`src/logic/tmc_cfg.svh`:
```
// Constants for the timer/counter with shared prescaler
// Overview of operation
// - Source select clear: count instruction cycles, once per cycle when the prescaler is assigned to watchdog.
// - After a counter write, block increments for the next two cycles.
// - Source select set: count on transitions of the external input.
// - Edge select clear picks rising edge, set picks falling edge.
// - Prescaler serves counter or watchdog only; an unassigned counter runs unscaled, an unassigned watchdog never pulses.
// - Assignment clear gives prescaler to counter, set gives it to watchdog.
// - Counter-side ratio selectable from 1:2 up to 1:256 in powers of two.
// - Prescaler is an 8-bit counter, not readable or writable by software.
// - Assigned to watchdog, prescaler divides watchdog time-out as postscaler.
// - Assigned to counter, every counter write clears the prescaler.
// - Assigned to watchdog, watchdog clear also clears the prescaler.
// - Reset leaves the prescaler all zeros.
`ifndef TMC_CFG_SVH
`define TMC_CFG_SVH

`define TMC_OPT_RATIO_LSB   0
`define TMC_OPT_ASSIGN_BIT  3
`define TMC_OPT_EDGE_BIT    4
`define TMC_OPT_SOURCE_BIT  5
`define TMC_OPT_RESET       6'h3F
`define TMC_COUNT_RESET     8'h00
`define TMC_SCALE_RESET     8'h00
`define TMC_INHIBIT_CYCLES  2'h2

`endif

```
`src/logic/tmc_pkg.sv`:
```
// Types for the timer/counter with shared prescaler
package tmc_pkg;
  typedef struct packed {
    logic [7:0] count;
    logic [7:0] scale;
    logic [1:0] inhibit;
    logic       ext_prev;
    logic       scale_tap_prev;
    logic       wdt_pulse;
    logic [7:0] rd_data;
  } tmc_state_t;
endpackage

```
`src/logic/tmc_edge_detect.sv`:
```
// Edge detector for the external count input
`timescale 1ns/1ps
module tmc_edge_detect (
  input  wire logic sys_clk,
  input  wire logic rst_n,
  input  wire logic sig_in,
  input  wire logic falling_sel,
  output logic      edge_pulse
);
  logic prev_reg;

  always_ff @(posedge sys_clk) begin
    if (!rst_n) begin
      // Track the pin through reset so a high idle level gives no false edge
      prev_reg   <= sig_in;
      edge_pulse <= 1'b0;
    end else begin
      prev_reg   <= sig_in;
      edge_pulse <= falling_sel ? (prev_reg & ~sig_in) : (~prev_reg & sig_in);
    end
  end
endmodule

```
`src/logic/tmc_timer.sv`:
```
// Timer/counter with 8-bit prescaler shared with the watchdog
`timescale 1ns/1ps
`include "tmc_cfg.svh"
module tmc_timer (
  input  wire logic       sys_clk,
  input  wire logic       rst_n,
  input  wire logic       instr_cycle_en,
  input  wire logic       count_write,
  input  wire logic [7:0] count_wdata,
  input  wire logic       watchdog_clear_op,
  input  wire logic       watchdog_tick,
  input  wire logic       external_count_input,
  input  wire logic       count_source_select,
  input  wire logic       external_edge_select,
  input  wire logic       scaler_assignment,
  input  wire logic [2:0] scaler_ratio_field,
  output logic [7:0]      timer_count,
  output logic            watchdog_timeout_pulse
);

  // ----------------------------------------------------------------
  // State
  // ----------------------------------------------------------------
  tmc_pkg::tmc_state_t state_reg;
  tmc_pkg::tmc_state_t state_next;
  logic                ext_edge;

  tmc_edge_detect u_edge (
    .sys_clk     (sys_clk),
    .rst_n       (rst_n),
    .sig_in      (external_count_input),
    .falling_sel (external_edge_select),
    .edge_pulse  (ext_edge)
  );

  // Prescaler output bit for a given ratio field
  function automatic logic scale_tap(input logic [7:0] sc, input logic [2:0] ratio);
    scale_tap = sc[ratio];
  endfunction

  logic source_tick;
  logic pre_clock;
  logic counter_owns;
  logic tap_now;
  logic inc;

  always_comb begin
    state_next   = state_reg;
    counter_owns = ~scaler_assignment;
    source_tick  = count_source_select ? ext_edge : instr_cycle_en;
    pre_clock    = counter_owns ? source_tick : watchdog_tick;
    inc          = 1'b0;
    tap_now      = 1'b0;
    state_next.wdt_pulse = 1'b0;
    if (pre_clock) begin
      state_next.scale = state_reg.scale + 8'h01;
    end
    tap_now = scale_tap(state_next.scale, scaler_ratio_field);
    // Counter advances on the falling of the selected tap, so ratio is 2^(n+1)
    if (counter_owns) begin
      inc = pre_clock & state_reg.scale_tap_prev & ~tap_now;
    end else begin
      inc = source_tick;
      state_next.wdt_pulse = pre_clock & state_reg.scale_tap_prev & ~tap_now;
    end
    state_next.scale_tap_prev = tap_now;
    if (instr_cycle_en && state_reg.inhibit != 2'h0) begin
      state_next.inhibit = state_reg.inhibit - 2'h1;
    end
    if (inc && state_reg.inhibit == 2'h0) begin
      state_next.count = state_reg.count + 8'h01;
    end
    if (count_write) begin
      state_next.count   = count_wdata;
      state_next.inhibit = `TMC_INHIBIT_CYCLES;
      if (counter_owns) begin
        state_next.scale          = `TMC_SCALE_RESET;
        state_next.scale_tap_prev = 1'b0;
      end
    end
    if (watchdog_clear_op && !counter_owns) begin
      state_next.scale          = `TMC_SCALE_RESET;
      state_next.scale_tap_prev = 1'b0;
    end
    state_next.rd_data = state_next.count;
  end

  always_ff @(posedge sys_clk) begin
    if (!rst_n) begin
      state_reg       <= '0;
      state_reg.count <= `TMC_COUNT_RESET;
      state_reg.scale <= `TMC_SCALE_RESET;
    end else begin
      state_reg <= state_next;
    end
  end

  assign timer_count            = state_reg.rd_data;
  assign watchdog_timeout_pulse = state_reg.wdt_pulse;
endmodule

```
`config.mk`:
```
export PLATFORM = sky130hd
export DESIGN_NAME = tmc_timer
export DESIGN_NICKNAME = d
export VERILOG_FILES = /design/src/logic/tmc_pkg.sv /design/src/logic/tmc_edge_detect.sv /design/src/logic/tmc_timer.sv
export VERILOG_INCLUDE_DIRS = /design/src /design/src/logic
export SDC_FILE = /design/constraint.sdc
export NUM_CORES = 1
export LEC_CHECK = 0
export ABC_AREA = 0
export BUFFER_PORTS_ARGS = -buffer_cell sky130_fd_sc_hd__buf_4
export CAP_MARGIN = 20
export CORE_ASPECT_RATIO = 1.1
export CORE_MARGIN = 5
export CORE_UTILIZATION = 53
export DETAILED_ROUTE_END_ITERATION = 10
export GPL_ROUTABILITY_DRIVEN = 0
export MAX_ROUTING_LAYER = met4
export PLACE_DENSITY = 0.76
export REMOVE_ABC_BUFFERS = 1
export SLEW_MARGIN = 40
export SYNTH_ARGS = -nofsm -noshare
export SYNTH_HDL_FRONTEND = slang
export SYNTH_HIERARCHICAL = 1
export SYNTH_SLANG_ARGS = --single-unit
```
`constraint.sdc`:
```
create_clock -name sys_clk -period 3.05 [get_ports sys_clk]
set_input_delay 0.305 -clock sys_clk [delete_from_list [all_inputs] [get_ports sys_clk]]
set_output_delay 0.305 -clock sys_clk [all_outputs]
set_load 0.05 [all_outputs]
```
==> impl_metrics.tcl <==
set metrics [dict create \
    status "finished, final reports clean" \
    final_layout_size_suffix_gt1_frac 0.234 \
    initial_core_util 0.550 \
    ys_seq_elements 22 \
    p_clk_frac 0.216 \
    largest_reg_flops 11 \
    max-slew-margin-rel 0.502 \
    route.detailed.drc 0 \
    track_usage 0.171 \
    cp.arrival_ns 2.63 \
    clkTransAtPathRegs_ns 0.11 \
    finalHoldViolations 0 \
    skew_ns 0.00307 \
    fill_cells 217 \
    netlist.area_leader.share 0.324 \
    grt_pass1_wl_um 4960 \
    yosysWarnings 6 \
    r2r_end "timer_count[6]" \
    vias 1175 \
    ctsHoldBuffers 0 \
    root_buffer "clkbuf_4" \
    synthDistinctLibCells 45 \
    dieArea_mm2 0.00368 \
    swShare 0.295 \
    hold_path_class "primary input to flop" \
    cpMostUsedCell "mux2_4" \
    yosysSeqAreaShare 0.324 \
    r2r_setup_slack_ns 0.59 \
    fin_crit_ns 2.46 \
    cp_slowest_stage_delay_ns 0.38 \
    area_growth_pct 14.1 \
    cts_buffers 3 \
    cts_tree "yes" \
    combPwrFrac 0.240 \
    finalMaxSlewViolations 0 \
    critical_path_class "flop to flop" \
    postSynthAreaPerCell_um2 8.71 \
    viasPerCell 5.70 \
    clock-sinks 22 \
    total_leakage_power_nw 0.620 \
    drt_iter0_markers 47 \
    fin_util 0.627 \
    antenna_found_initial 0 \
    htreeDepth 1 \
    async_flop_share 0 \
    core_mm2 0.00247 \
    dpl.hpwl_um 2210 \
    cts_setup_buffers 0 \
    synth_area_leaders "dfxtp_1 32%, xnor2_1 4.5%, buf_4 4.4%" \
    place_ws_ns 0.443 \
    r2r_start "u_edge/edge_pulse" \
    crit_chain "mux2_4 -> o21a_1 -> mux2_4 -> a221oi_4 -> a211oi_4 -> nor4_2 -> a21o_1 -> a31oi_1" \
    synth_edf_count 0 \
    grt_setup_unrepaired "false" \
    setup_slack_ns 0.588 \
    cp_num_buf_inv 0 \
    synthCells 156 \
    worstSkewPairLatency_ns 0.29 \
    cp_max_fo 10 \
    die_height_um 63.1 \
    critical_path_cell_count 8 \
    synth_commonest_cells "22 x dfxtp_1, 11 x inv_1, 11 x nand2_1, 11 x nor2_1, 9 x o21ai_0" \
    io_buffers 29 \
    finalNonFillerCells 206 \
    seq_power_share 0.544 \
    yosys.area.top_type "dfxtp_1" \
    die_x_um 58.3 \
    drt-pass1-iter-count 4 \
    post-place-cells 203 \
    power.switching_w 0.000169 \
    setup.worst_path.start_class "flop" \
    cp_data_required_time_ns 3.22 \
    endpoint "timer_count[6]" \
    rows 19 \
    end_kind "flop" \
    cp_slowest_cell "nor4_2" \
    clockBufferDepth 2 \
    final-setup-viol-count 0 \
    path_delay_family "compound AO/OA/AOI/OAI gates" \
    final_nets 201 \
    synth_area_mm2 0.00136 \
    synth_most_common_cell "dfxtp_1" \
    worst_pin_slew_ns 0.744 \
    crit_path_start "u_edge/edge_pulse" \
    finalCritPeriodShare 0.807 \
    fin_setup_tns_ns 0 \
    wl_per_cell_um 13.3 \
    synth_ff_type "dfxtp_1" \
    clock.fmax_mhz 406 \
    io_pins 30 \
    ctsResizeCount 0 \
    p_int_w 0.000404 \
    reg2reg_depth 8 \
    ant_nets 0 \
    grt_pass1_vias 1249 \
    p_per_area_mw_per_mm2 370 \
    overflow 0 \
    max_cap_viol_count 0 \
    grt_start_max_net_pins 18 \
    peakVddDrop_mv 0.295 \
    antenna_cells 0 \
    wl_um 2740 \
]
[how the worst min path moves through the flow]
| stage | slack, ns | endpoint | startpoint | cells past startpoint |
|---|---|---|---|---|
| 2_1_floorplan | 0.33 | u_edge/prev_reg | external_count_input | 0 |
| 3_3_place_gp | 0.42 | u_edge/prev_reg | external_count_input | 1 |
| 3_5_place_dp | 0.43 | u_edge/prev_reg | external_count_input | 1 |
| 4_1_cts | 0.11 | u_edge/prev_reg | external_count_input | 1 |
| 5_1_grt | 0.1 | u_edge/prev_reg | external_count_input | 1 |
| 6_report | 0.12 | u_edge/prev_reg | external_count_input | 1 |
[cells by family (layout without fill, tap and decap cells)]
kind of cell	after synthesis	count (layout)	share of synthesized area
compound gates	42	42	0.242
flops	22	22	0.324
fa+ha+maj	3	3	0.0276
mux	4	4	0.0378
xor+xnor	11	11	0.0709
simple gates	50	50	0.203
buf+inv	24	43	0.0948
[through the flow]
stage | cell area, µm² | total power (W) | hold slack [ns]
floorplan | 1270 | 0.000404 | 0.333
global placement | 1530 | 0.000454 | 0.423
detailed placement | 1530 | 0.000456 | 0.427
CTS | 1550 | 0.000581 | 0.106
global route | 1550 | 0.000610 | 0.0962
finish | 1550 | 0.000573 | 0.121
[placed cells by master, fill, tap and decap left out, types with 2 or more instances in the layout]
cell type	n
a21boi_0	3
a21o_1	4
a21oi_1	6
a31oi_1	4
and2_1	3
and3_1	3
buf_4	29
clkbuf_4	3
dfxtp_1	22
ha_1	3
inv_1	11
mux2_4	2
nand2_1	11
nand2b_1	2
nand3_1	6
nand4_1	2
nor2_1	11
nor2b_1	4
nor4_2	2
o211ai_1	3
o21ai_0	9
o21ai_1	2
xnor2_1	7
xor2_1	4
[final cells by class]
class,count,area (µm²),share of cell area
sequential,22,440,0.284
inverter,11,41.3,0.0266
tap,31,38.8,0.0250
clock buffer,3,22.5,0.0145
multi-input combinational,110,790,0.509
timing repair buffer,29,218,0.140
[layer usage]
metal,wire [µm],up-vias,track usage
met5,0,-,-
met4,61,0,0.0841
met3,160,8,0.0286
met2,1380,44,0.293
met1,1150,539,0.187
li1,-,584,-
[power groups by stage]
stage	Clock, W	Combinational (W)	Sequential (W)
finish	0.000124	0.000138	0.000312
global route	0.000146	0.000151	0.000314
detailed placement	0	0.000138	0.000318
global placement	0	0.000136	0.000318
floorplan	0	0.0000614	0.000342
CTS	0.000131	0.000139	0.000312
No activity file was read; power rests on OpenSTA's default activity.
